## config.mk

```make
export PLATFORM = sky130hd
export DESIGN_NAME = trajectory_parameter_latch
export DESIGN_NICKNAME = d
export VERILOG_FILES = /design/src/traj_param_pkg.sv /design/src/trajectory_parameter_latch.sv /design/src/quick_stop_ramp.sv
export SDC_FILE = /design/constraint.sdc
export NUM_CORES = 2
export LEC_CHECK = 0
export BUFFER_PORTS_ARGS = -buffer_cell sky130_fd_sc_hd__buf_2
export CORE_MARGIN = 3
export CORE_UTILIZATION = 62
export DETAILED_ROUTE_END_ITERATION = 10
export PLACE_DENSITY = 0.84
export RECOVER_POWER = 50
export REMOVE_ABC_BUFFERS = 1
export SYNTH_ARGS = -nofsm -noshare
export SYNTH_HDL_FRONTEND = slang
export SYNTH_SLANG_ARGS = --single-unit
```

## constraint.sdc

```tcl
create_clock -name clk -period 9.7 [get_ports clk]
set_input_delay 1.94 -clock clk [delete_from_list [all_inputs] [get_ports clk]]
set_output_delay 1.94 -clock clk [all_outputs]
set_load 0.1 [all_outputs]
```

## src/traj_param_pkg.sv

```systemverilog
// Package with object indices, codes, reset values and types for the trajectory parameter latch.
package traj_param_pkg;

  // ----------------------------------------------------------------
  // Object dictionary indices and sub-indices
  // ----------------------------------------------------------------
  localparam logic [15:0] IDX_SOFT_LIMIT = 16'h607D;
  localparam logic [15:0] IDX_MAX_PROFILE_VEL = 16'h607F;
  localparam logic [15:0] IDX_MAX_MOTOR_SPEED = 16'h6080;
  localparam logic [15:0] IDX_PROFILE_VEL = 16'h6081;
  localparam logic [15:0] IDX_END_VEL = 16'h6082;
  localparam logic [15:0] IDX_PROFILE_ACCEL = 16'h6083;
  localparam logic [15:0] IDX_PROFILE_DECEL = 16'h6084;
  localparam logic [15:0] IDX_QS_DECEL = 16'h6085;
  localparam logic [15:0] IDX_PROFILE_TYPE = 16'h6086;
  localparam logic [15:0] IDX_TARGET_VEL = 16'h60FF;
  localparam logic [7:0] SUB_PLAIN = 8'h00;
  localparam logic [7:0] SUB_LIMIT_MIN = 8'h01;
  localparam logic [7:0] SUB_LIMIT_MAX = 8'h02;

  // ----------------------------------------------------------------
  // Control word, trajectory type and operating mode codes
  // ----------------------------------------------------------------
  localparam int CW_NEW_SETPOINT_BIT = 4;
  localparam logic [15:0] PROFILE_TRAPEZOID = 16'h0000;
  localparam logic [15:0] PROFILE_SCURVE = 16'h0003;
  localparam logic [15:0] PROFILE_VELOCITY = 16'hFFFF;
  localparam logic [7:0] MODE_PROFILE_POSITION = 8'h01;
  localparam logic [7:0] MODE_PROFILE_VELOCITY = 8'h03;
  localparam logic [7:0] MODE_HOMING = 8'h06;
  localparam logic [7:0] MODE_INTERP_POSITION = 8'h07;

  // ----------------------------------------------------------------
  // Reset values
  // ----------------------------------------------------------------
  localparam logic [31:0] RESET_LIMIT_MIN = 32'h8000_0000;
  localparam logic [31:0] RESET_LIMIT_MAX = 32'h7FFF_FFFF;
  localparam logic [31:0] RESET_MAX_PROFILE_VEL = 32'hFFFF_FFFF;
  localparam logic [31:0] RESET_ZERO = 32'h0000_0000;
  localparam logic [15:0] TYPE_PAD = 16'h0000;

  // ----------------------------------------------------------------
  // Types
  // ----------------------------------------------------------------
  typedef struct packed {
    logic [31:0] velocity;
    logic [31:0] end_velocity;
    logic [31:0] accel;
    logic [31:0] decel;
    logic [15:0] ptype;
  } profile_set_type;

  typedef struct packed {
    logic [31:0] cruise_velocity;
    logic [31:0] end_velocity;
    logic [31:0] accel;
    logic [31:0] decel;
  } applied_type;

  typedef enum logic [2:0] {
    QS_IDLE = 3'h1,
    QS_RAMP = 3'h2,
    QS_HALTED = 3'h4
  } qs_state_type;

endpackage

```

## src/trajectory_parameter_latch.sv

```systemverilog
// Trajectory parameter store, buffered latch and velocity command path of a servo drive.
//
// Behaviour
// RULE_01: Software position limits act only once homing has referenced the axis.
// RULE_02: Master disables the lower limit by writing a minimum below the negative limit.
// RULE_03: Master disables the upper limit by writing a maximum above the positive limit.
// RULE_04: Profile velocity command magnitude is clamped to maximum profile velocity, both directions.
// RULE_05: In profile velocity mode a new target velocity reaches the generator at once.
// RULE_06: Profile position parameters are buffered and applied on control-word bit 4 rising.
// RULE_07: The buffered profile velocity becomes the cruise speed in profile position mode.
// RULE_08: End velocity is the speed on arrival at the target, normally zero.
// RULE_09: End velocity is applied only with the trapezoidal generator, otherwise zero.
// RULE_10: S-curve moves use profile acceleration for both acceleration and final deceleration.
// RULE_11: Profile deceleration serves trapezoidal and special velocity profiles, ignored for S-curve.
// RULE_12: Quick stop ramps command velocity toward zero at the quick-stop rate.
// RULE_13: The quick-stop ramp applies in homing, profile position and interpolated modes.
// RULE_14: Quick-stop deceleration is unbuffered; a new value acts during a ramp immediately.
// RULE_15: A quick-stop deceleration of zero forces command velocity to zero at once.
// RULE_16: Trajectory type accepts only 0, 3 and -1; other values are rejected.
// RULE_17: Shadow copies of all buffered parameters enter the active set in one cycle.
`timescale 1ns/1ps
module trajectory_parameter_latch (
  // Clock and reset
  input wire logic clk,
  input wire logic reset_n,
  // Object dictionary access
  input wire logic od_write,
  input wire logic od_read,
  input wire logic [15:0] od_index,
  input wire logic [7:0] od_subindex,
  input wire logic [31:0] od_wdata,
  output logic [31:0] od_rdata_reg,
  output logic od_ack_reg,
  output logic od_error_reg,
  // Drive state
  input wire logic [7:0] op_mode,
  input wire logic [15:0] control_word,
  input wire logic homed,
  input wire logic quick_stop,
  input wire logic [31:0] position_demand,
  input wire logic [31:0] loop_velocity,
  // Trajectory generator side
  output traj_param_pkg::applied_type applied_reg,
  output logic [31:0] velocity_target_reg,
  output logic [31:0] velocity_command,
  output logic stopped,
  // Soft limit flags
  output logic limit_low_reg,
  output logic limit_high_reg
);
  import traj_param_pkg::*;

  // ----------------------------------------------------------------
  // State
  // ----------------------------------------------------------------
  logic [31:0] limit_min_reg;
  logic [31:0] limit_min_next;
  logic [31:0] limit_max_reg;
  logic [31:0] limit_max_next;
  logic [31:0] max_pv_reg;
  logic [31:0] max_pv_next;
  logic [31:0] max_motor_reg;
  logic [31:0] max_motor_next;
  logic [31:0] qs_decel_reg;
  logic [31:0] qs_decel_next;
  logic [31:0] target_vel_reg;
  logic [31:0] target_vel_next;
  profile_set_type shadow_reg;
  profile_set_type shadow_next;
  profile_set_type active_reg;
  profile_set_type active_next;
  applied_type applied_next;
  logic cw_prev_reg;
  logic [31:0] od_rdata_next;
  logic od_ack_next;
  logic od_error_next;
  logic [31:0] velocity_target_next;
  logic limit_low_next;
  logic limit_high_next;
  logic latch;
  logic hit;
  logic bad_value;
  logic [31:0] rd_value;
  logic ramp_enable;
  logic [31:0] ramp_source;
  logic pv_mode;

  // Clamps a signed velocity to plus or minus an unsigned magnitude.
  function automatic logic [31:0] clamp_velocity(input logic [31:0] v, input logic [31:0] lim);
    logic signed [32:0] vw;
    logic signed [32:0] lw;
    logic signed [32:0] neg;
    vw = {v[31], v};
    lw = {1'b0, lim};
    neg = -lw;
    if (vw > lw) begin
      return lim;
    end else if (vw < neg) begin
      return neg[31:0];
    end else begin
      return v;
    end
  endfunction

  // ----------------------------------------------------------------
  // Object decode and register writes
  // ----------------------------------------------------------------

  // Decodes an access, updates the stored objects and forms the read value.
  always_comb begin
    limit_min_next = limit_min_reg;
    limit_max_next = limit_max_reg;
    max_pv_next = max_pv_reg;
    max_motor_next = max_motor_reg;
    qs_decel_next = qs_decel_reg;
    target_vel_next = target_vel_reg;
    shadow_next = shadow_reg;
    hit = 1'b1;
    bad_value = 1'b0;
    rd_value = RESET_ZERO;
    unique case (od_index)
      IDX_SOFT_LIMIT: begin
        if (od_subindex == SUB_LIMIT_MIN) begin
          rd_value = limit_min_reg;
          if (od_write) begin
            limit_min_next = od_wdata;
          end
        end else if (od_subindex == SUB_LIMIT_MAX) begin
          rd_value = limit_max_reg;
          if (od_write) begin
            limit_max_next = od_wdata;
          end
        end else begin
          hit = 1'b0;
        end
      end
      IDX_MAX_PROFILE_VEL: begin
        rd_value = max_pv_reg;
        if (od_write) begin
          max_pv_next = od_wdata;
        end
      end
      IDX_MAX_MOTOR_SPEED: begin
        rd_value = max_motor_reg;
        if (od_write) begin
          max_motor_next = od_wdata;
        end
      end
      IDX_PROFILE_VEL: begin
        rd_value = shadow_reg.velocity;
        if (od_write) begin
          shadow_next.velocity = od_wdata; // RULE_06
        end
      end
      IDX_END_VEL: begin
        rd_value = shadow_reg.end_velocity;
        if (od_write) begin
          shadow_next.end_velocity = od_wdata; // RULE_06
        end
      end
      IDX_PROFILE_ACCEL: begin
        rd_value = shadow_reg.accel;
        if (od_write) begin
          shadow_next.accel = od_wdata; // RULE_06
        end
      end
      IDX_PROFILE_DECEL: begin
        rd_value = shadow_reg.decel;
        if (od_write) begin
          shadow_next.decel = od_wdata; // RULE_06
        end
      end
      IDX_QS_DECEL: begin
        rd_value = qs_decel_reg;
        if (od_write) begin
          qs_decel_next = od_wdata; // RULE_14
        end
      end
      IDX_PROFILE_TYPE: begin
        rd_value = {TYPE_PAD, shadow_reg.ptype};
        if (od_write) begin
          if ((od_wdata[15:0] == PROFILE_TRAPEZOID) || (od_wdata[15:0] == PROFILE_SCURVE) ||
              (od_wdata[15:0] == PROFILE_VELOCITY)) begin
            shadow_next.ptype = od_wdata[15:0];
          end else begin
            bad_value = 1'b1; // RULE_16
          end
        end
      end
      IDX_TARGET_VEL: begin
        rd_value = target_vel_reg;
        if (od_write) begin
          target_vel_next = od_wdata; // RULE_05
        end
      end
      default: begin
        hit = 1'b0;
      end
    endcase
    if (!(od_write || od_read)) begin
      hit = 1'b0;
    end
    od_ack_next = od_write || od_read;
    od_error_next = (od_write || od_read) && (!hit || bad_value);
    od_rdata_next = (od_read && hit) ? rd_value : od_rdata_reg;
  end

  // ----------------------------------------------------------------
  // Latch, applied set and velocity target
  // ----------------------------------------------------------------

  // Copies the whole shadow set on a rising new-setpoint bit in profile position mode.
  always_comb begin
    pv_mode = (op_mode == MODE_PROFILE_VELOCITY);
    latch = (op_mode == MODE_PROFILE_POSITION) && control_word[CW_NEW_SETPOINT_BIT] && !cw_prev_reg; // RULE_06
    active_next = latch ? shadow_reg : active_reg; // RULE_17
    applied_next.cruise_velocity = active_next.velocity; // RULE_07
    applied_next.end_velocity = (active_next.ptype == PROFILE_TRAPEZOID) ?
                                active_next.end_velocity : RESET_ZERO; // RULE_08 RULE_09
    applied_next.accel = active_next.accel; // RULE_10
    applied_next.decel = (active_next.ptype == PROFILE_SCURVE) ?
                         active_next.accel : active_next.decel; // RULE_10 RULE_11
    velocity_target_next = clamp_velocity(target_vel_next, max_pv_reg); // RULE_04 RULE_05
    limit_low_next = homed && ($signed(position_demand) < $signed(limit_min_reg)); // RULE_01
    limit_high_next = homed && ($signed(position_demand) > $signed(limit_max_reg)); // RULE_01
  end

  // Registers for objects, latch and outputs.
  always_ff @(posedge clk) begin
    if (!reset_n) begin
      limit_min_reg <= RESET_LIMIT_MIN;
      limit_max_reg <= RESET_LIMIT_MAX;
      max_pv_reg <= RESET_MAX_PROFILE_VEL;
      max_motor_reg <= RESET_ZERO;
      qs_decel_reg <= RESET_ZERO;
      target_vel_reg <= RESET_ZERO;
      shadow_reg <= '0;
      active_reg <= '0;
      applied_reg <= '0;
      cw_prev_reg <= 1'b0;
      od_rdata_reg <= RESET_ZERO;
      od_ack_reg <= 1'b0;
      od_error_reg <= 1'b0;
      velocity_target_reg <= RESET_ZERO;
      limit_low_reg <= 1'b0;
      limit_high_reg <= 1'b0;
    end else begin
      limit_min_reg <= limit_min_next;
      limit_max_reg <= limit_max_next;
      max_pv_reg <= max_pv_next;
      max_motor_reg <= max_motor_next;
      qs_decel_reg <= qs_decel_next;
      target_vel_reg <= target_vel_next;
      shadow_reg <= shadow_next;
      active_reg <= active_next;
      applied_reg <= applied_next;
      cw_prev_reg <= control_word[CW_NEW_SETPOINT_BIT];
      od_rdata_reg <= od_rdata_next;
      od_ack_reg <= od_ack_next;
      od_error_reg <= od_error_next;
      velocity_target_reg <= velocity_target_next;
      limit_low_reg <= limit_low_next;
      limit_high_reg <= limit_high_next;
    end
  end

  // ----------------------------------------------------------------
  // Quick-stop ramp
  // ----------------------------------------------------------------

  // Ramp applies in the position modes; the source follows the active mode.
  assign ramp_enable = (op_mode == MODE_PROFILE_POSITION) || (op_mode == MODE_HOMING) ||
                       (op_mode == MODE_INTERP_POSITION); // RULE_13
  assign ramp_source = pv_mode ? velocity_target_reg : loop_velocity;

  quick_stop_ramp u_ramp (
    .clk(clk),
    .reset_n(reset_n),
    .stop(quick_stop),
    .enable(ramp_enable),
    .decel(qs_decel_reg),
    .vel_in(ramp_source),
    .vel_reg(velocity_command),
    .stopped_reg(stopped)
  );
endmodule

```

## src/quick_stop_ramp.sv

```systemverilog
// Velocity command stage with the quick-stop deceleration ramp.
`timescale 1ns/1ps
module quick_stop_ramp (
  // Clock and reset
  input wire logic clk,
  input wire logic reset_n,
  // Control
  input wire logic stop,
  input wire logic enable,
  input wire logic [31:0] decel,
  input wire logic [31:0] vel_in,
  // Result
  output logic [31:0] vel_reg,
  output logic stopped_reg
);
  import traj_param_pkg::*;

  qs_state_type state_reg;
  qs_state_type state_next;
  logic [31:0] vel_next;
  logic stopped_next;
  logic [31:0] step_value;
  logic signed [32:0] vel_wide;
  logic signed [32:0] decel_wide;
  logic signed [32:0] mag;
  logic signed [32:0] stepped;

  // One deceleration step toward zero; the rate is read live each cycle.
  always_comb begin
    vel_wide = {vel_reg[31], vel_reg};
    decel_wide = {1'b0, decel};
    mag = vel_reg[31] ? -vel_wide : vel_wide;
    stepped = vel_reg[31] ? (vel_wide + decel_wide) : (vel_wide - decel_wide);
    if ((decel == RESET_ZERO) || (mag <= decel_wide)) begin // RULE_15
      step_value = RESET_ZERO;
    end else begin
      step_value = stepped[31:0]; // RULE_12 RULE_14
    end
  end

  // Next state: follow the input, ramp on a stop, hold zero until release.
  always_comb begin
    state_next = state_reg;
    vel_next = vel_in;
    unique case (state_reg)
      QS_IDLE: begin
        if (stop && enable) begin // RULE_13
          vel_next = step_value;
          state_next = (step_value == RESET_ZERO) ? QS_HALTED : QS_RAMP;
        end
      end
      QS_RAMP: begin
        if (!stop) begin
          state_next = QS_IDLE;
        end else begin
          vel_next = step_value; // RULE_12
          if (step_value == RESET_ZERO) begin
            state_next = QS_HALTED;
          end
        end
      end
      QS_HALTED: begin
        vel_next = RESET_ZERO;
        if (!stop) begin
          state_next = QS_IDLE;
        end
      end
      default: begin
        state_next = QS_IDLE;
      end
    endcase
    stopped_next = (state_next == QS_HALTED);
  end

  // State registers.
  always_ff @(posedge clk) begin
    if (!reset_n) begin
      state_reg <= QS_IDLE;
      vel_reg <= RESET_ZERO;
      stopped_reg <= 1'b0;
    end else begin
      state_reg <= state_next;
      vel_reg <= vel_next;
      stopped_reg <= stopped_next;
    end
  end
endmodule

```

* After elaboration in Yosys (flattened, before gate mapping)
Cells that the tools add are included.
W data, S select, Z words.
** Operators by class
- $lt $le $gt $ge :: 5
- Muxes and demuxes :: 29
- Reductions and logical operators :: 32
- Eq/ne operators :: 23
- Add/subtract/negate cells :: 4
- Bitwise gates (word level) :: 1
** Operator list (count)
- $mux W32 :: 12
- $pmux W32 S10 :: 1
- $eq A16 B15 Y1 const B :: 10
- $mux W112 :: 1
- $pmux W32 S3 :: 1
- $neg A32 Y33 :: 2
- $logic_not A32 Y1 :: 2
- $gt A32 B33 Y1 :: 1
- $le A33 B33 Y1 :: 1
- $lt A32 B33 Y1 :: 1
- $mux W33 :: 1
- $add A32 B32 Y32 :: 1
- $eq A16 B2 Y1 const B :: 2
- $gt A32 B32 Y1 :: 1
- $logic_not A16 Y1 :: 2
- $lt A32 B32 Y1 :: 1
- $sub A32 B32 Y32 :: 1
- $eq A16 B16 Y1 const B :: 1
- $eq A8 B1 Y1 const B :: 2
- $eq A8 B2 Y1 const B :: 2
- $eq A8 B3 Y1 const B :: 2
- $reduce_and A2 Y1 :: 8
- $mux W3 :: 5
- $pmux W3 S3 :: 1
- other kinds (12) :: 32
** Word-level totals
- Output and inout port bits :: 229
- Logic and storage cells :: 122
- Flip-flop bits (word level) :: 649

* Depth between registers and ports, before layout
- Depth after elaboration :: 10
- Gate-level depth with buffers :: 21

* Cells and area by module
From an unflattened synthesis, not the netlist that was laid out.
** Unflattened totals
- Cells, all modules :: 4209
- Area, all modules :: 35551.6 um^2
** By module, submodules not included
- trajectory_parameter_latch :: area each 29912.4 um^2, seq. area each 12271.8 um^2, cells an instance 3449, times used 1
- quick_stop_ramp :: area each 5639.2 um^2, seq. area each 720.7 um^2, cells an instance 760, times used 1

* Worst setup path after synthesis
Ideal clock, no wire load.
- Path kind :: input to register
- Start :: input od_index[12]
- End :: register velocity_target_reg[2]
- Library setup time :: 0.129 ns
- Buffers on the path :: 3
- Cell stages on the path :: 18
- Arrival :: 5.852 ns
- Data required time :: 9.571 ns
- Path slack :: 3.719 ns
- Path through :: nor4bb_1 > nand4_1 > nor2_2 > nand2_1 > clkbuf_1 > mux2_2 > ha_1 > a21o_1 > a21oi_1 > o21bai_1 > a21o_1 > a21o_1 > a2111oi_1 > a2bb2oi_2 > buf_4 > buf_4 > mux2i_1 > o32ai_1
** Between the ends
- Cells in the longest elaborated chain, start to end :: 5
- Elaborated cells on any way between the ends :: 6
- Those cells by class :: order compare: 2; eq/ne: 1; mux: 3
** Ends and longest elaborated chain
- start, declared :: line trajectory_parameter_latch.sv:29 : input wire logic [15:0] od_index,
- $eq A16 B15 Y1 * :: line trajectory_parameter_latch.sv:121 : unique case (od_index)
- $mux W32 * :: line trajectory_parameter_latch.sv:121
- via target_vel_next[26] :: line trajectory_parameter_latch.sv:67 : logic [31:0] target_vel_next;
- $lt A32 B33 Y1 :: line trajectory_parameter_latch.sv:98 : end else if (vw < neg) begin
- $mux W32 :: line trajectory_parameter_latch.sv:98
- $mux W32 * :: line trajectory_parameter_latch.sv:96 : if (vw > lw) begin
- end signal, assigned :: line trajectory_parameter_latch.sv:261 : velocity_target_reg <= velocity_target_next;
- end, declared :: line trajectory_parameter_latch.sv:44 : output logic [31:0] velocity_target_reg,
Mark *: on every way through the listed nets, which the timed path passes. The rest lies on a longest branch.
A chain may end at the register's enable or synchronous reset.

* Worst setup path in the final report
- Start :: input od_index[1]
- End :: register velocity_target_reg[7]
The elaborated chain is that of the path after synthesis.

==> results summary <==
The remaining global-route overflow came out at 0. The worst setup skew after layout came out at 0.0187 ns. After detailed routing, the total wire length is 117 mm. For this run, the leading register cell type out of synthesis is dfxtp_1. The sum of net half-perimeters after detailed placement came out at 81.2 mm. The total track usage is 0.380. dfxtp_1 takes more of the synthesized area than any other cell. After clock tree synthesis, the clock-pin slew on the worst setup and hold paths is 0.06 ns. The effective utilization at floorplan came out at 0.628. The later-pin clock latency in the skew report is 0.62 ns. The mapped netlist covers 34700 sq um.

The total via count in the routed design came out at 33325. Counting flops with an async set or reset pin after synthesis yields a share of 0. STA classifies the critical path endpoint as a flip-flop. The number of buffers and inverters on the critical path is 4.

After the last flow step, the layout net total stands at 4742. The signal on the critical path passes through buf_2 -> buf_4 -> nand3_1 -> nor2_2 -> nand2_1 -> clkbuf_1 -> mux2_1 -> ha_1 -> nor2b_1 -> o21a_1 -> o21ai_0 -> a21oi_1 -> o311ai_0 -> nand4b_1 -> a2bb2oi_4 -> buf_12 -> mux2i_1 -> o32ai_1. The data arrival time of the critical path came out at 8.05 ns. The number of enable flip-flop cells after synthesis is 0. The detailed-route vias per instance is 6.41. The cell area power density is 151 nW/um^2. The detail route stage leaves a number of antenna-violating nets equal to 0. The startpoint type of the worst setup path is an input port. Measured on the finished design, the core utilization comes to 0.689. Setup repair after global routing left no endpoint under its margin.

The die span in x came out at 243 microns. The count of maximum capacitance violations came out at 10. The checks that failed: capacitance limit, slew limit. The global placer's final weighted congestion came out at 0.972. The time the final worst path needs with I/O delays and setup is 7.75 ns.

The row count came out at 86. Grouping stages by cell kind, the critical path spends the most delay in buffers and inverters. The fraction of post-synthesis cell area in the top cell type by area is 0.374. The proportion of power drawn by the clock network came out at 0.466. The number of H-tree branching levels came out at 3. Setup violations remaining at the end of the flow were counted as 0.

The initial antenna violation count is 4. The number of failing hold endpoints at the final stage came out at 0. The critical path in this run is classified as input port to flip-flop. Clock tree synthesis selected as its root buffer the cell clkbuf_16. The transition time at the pin with the least slew margin came out at 4.49 ns.

Timing would allow up to 0.129 GHz. The largest individual stage delay along the critical path comes from the cell clkbuf_1. The total number of clock tree sinks came out at 649. The detail-routed net length per standard cell came out at 22.5 microns.

The global-route wire length before repair came out at 178 mm. TritonCTS built the clock tree. The headroom to the max-slew limit came out at -1.99. The total negative setup slack came out at 0 ns.

The mean cell area of the mapped netlist came out at 8.07 sq um. The hold buffer count at CTS is 0. The post-cts sizing count came out at 0. Across the VDD grid, the largest voltage drop is 0.000136 V.

The max-slew violation count is 786. The min-delay analysis places its worst path in the category flip-flop to flip-flop. Synthesis produced 4307 cells. The run finished, with violations left. The distinct cell type count of the synthesized netlist is 95. The core region is 55300 sq um. Entering global routing, the biggest net connects 210 pins. The portion of the post-synthesis area used by sequential elements is 0.374. The maximum fanout count along the critical path is 34.

The number of global-route vias before repair came to 31096. The reported leakage power came out at 14.6 nW. In this design, the stage delay of the slowest critical-path cell is 1.72 ns. The pre-antenna-repair detailed-routing pass consisted of 9 iterations. The clock buffer count from CTS came out at 69. The area enclosed by the die boundary is 58900 sq um. Of the total power, combinational logic draws 0.067. The required time reported for the critical path endpoint came out at 10.00 ns.

Post-CTS timing repair inserted 0 buffers for setup. Of the cells placed in the final design, the portion with a size suffix greater than 1 is 0.0893. After synthesis, the cell types taking the most area are dfxtp_1 (37%), nand2_1 (9.3%), ha_1 (7.0%). The part of the total power dissipated in sequential elements is 0.468. The count of placed standard cells in the final layout, fillers left out came out at 5196.

The height of the chip came out at 243 microns. The setup slack of the worst register-to-register path came out at 3.72 ns. Of the available clock period, the critical path in the final layout requires 0.799.

Relative to the synthesized area, the layout overhead comes to 9.73%. For this design the total switching power over the nets is 1.39 mW. Across all hold checks on the routed design, the worst slack comes to 0.449 ns. Cell internal power was estimated by the tool at 4.36 mW.

During placement, the flow inserted port buffers numbering 363. The post-route DRC violation count came out at 0. The Yosys warning count is 0. The switching share of power is 0.242. In this run, synthesis produced a sequential element count of 649.

The starting DRC count in detailed routing is 3747. The number of ports placed on the die boundary is 379. The number of placed cells counting well taps came out at 5074. The maximum clock insertion buffer count came out at 3.
metrics by stage:
step	instance area, sq um	total power [mW]	worst slack [ns]
after CTS	38500	5.75	3.42
final	38100	5.75	1.95
after global routing	38100	5.90	1.75
after global placement	36200	3.12	2.78
after detailed placement	36200	3.12	2.75
after floorplan	33000	2.97	0.701
synth_stat cells, drive strengths merged (14+ instances only):
library cell and number:
mux2i 150, xnor2 97, and2 46, a31oi 39, a22oi 21, dfxtp 649, nor2b 19, o21a 16
nor3 52, o21ai 129, a211oi 49, a221oi 17, nor2 259, a22o 23, nand2 866, ha 194
o22ai 17, nand4 47, nand2b 26, mux2 67, o211ai 86, nor4 28, o32ai 15, clkbuf 271
and3 23, inv 156, buf 111, o32a 14, a311oi 17, a21oi 489, nand3 66, a21o 39
a21boi 15, a222oi 38
metal layers:
metal / GRT usage / up-vias / part of all wire
li1: - / 15261 / -
met3: 0.0759 / 367 / 0.11
met4: 0.171 / 2 / 0.046
met2: 0.605 / 2014 / 0.45
met5: 0 / - / 0.00015
met1: 0.500 / 15681 / 0.39
kinds of logic after synthesis:
group	after synthesis	synth area share
AND/OR/NAND/NOR	1487	0.186
AO/OA/AOI/OAI	1099	0.202
flip-flops	649	0.374
buffers and inverters	539	0.0670
multiplexers	229	0.0731
adder cells (fa/ha/maj)	195	0.0704
XOR/XNOR	109	0.0275
area by class of cell:
class,instances,area (sq um)
antenna,3,7.51
clock buffer,106,2110
clock inverter,13,169
sequential,649,13000
timing repair buffer,401,1790
multi-input combinational,3119,19500
inverter,157,597
tap,748,936
fill,4674,17200
cells in the final DEF, fill, tap and decap left out, types with 16 or more instances in the layout:
master       n
nand2b_1    26
nor2b_1     17
clkbuf_16   73
a221oi_1    17
inv_1      155
buf_2      133
mux2i_1    149
ha_1       194
a21o_1      38
clkbuf_1   256
buf_4       27
o21ai_0    123
o21a_1      16
a311oi_1    17
a21oi_1    484
dfxtp_1    648
nand4_1     47
o211ai_1    86
nand2_1    861
nand3_1     65
xnor2_1     97
and3_1      19
a211oi_1    49
nor4_1      25
a22oi_1     21
o22ai_1     17
a31oi_1     39
mux2_2      54
clkbuf_8    16
nor2_1     252
nor3_1      50
a222oi_1    38
and2_1      36
a22o_1      23
worst register-to-register path: cells and delay by family (launching register included):
| family | cells | cell delay [ns] |
|---|---|---|
| buffers and inverters | 2 | 0.42 |
| xor gates and xnor gates | 1 | 0.17 |
| and+or+nand+nor | 6 | 1.69 |
| DFF | 1 | 0.38 |
| AOI/OAI and AO/OA | 8 | 2.25 |
| muxes | 1 | 0.22 |
| adders and majority gates | 2 | 0.54 |
power by group through the flow:
stage          clock [mW]  sequential (mW)  combinational, mW
2_1_floorplan           0             2.81              0.160
3_3_place_gp            0             2.75              0.372
3_5_place_dp            0             2.75              0.376
4_1_cts              2.68             2.69              0.378
5_1_grt              2.80             2.69              0.409
6_report             2.68             2.69              0.384
worst paths after layout:
kind,depth (start not counted),endpoint,from
max,18,velocity_target_reg[7]$_SDFF_PN0_,od_index[1]
min,2,active_reg[36]$_SDFF_PN0_,active_reg[36]$_SDFF_PN0_
max reg2reg,20,velocity_target_reg[7]$_SDFF_PN0_,max_pv_reg[1]$_SDFFE_PN1P_
min reg2reg,2,active_reg[36]$_SDFF_PN0_,active_reg[36]$_SDFF_PN0_
(Power assumes the default switching activity.)
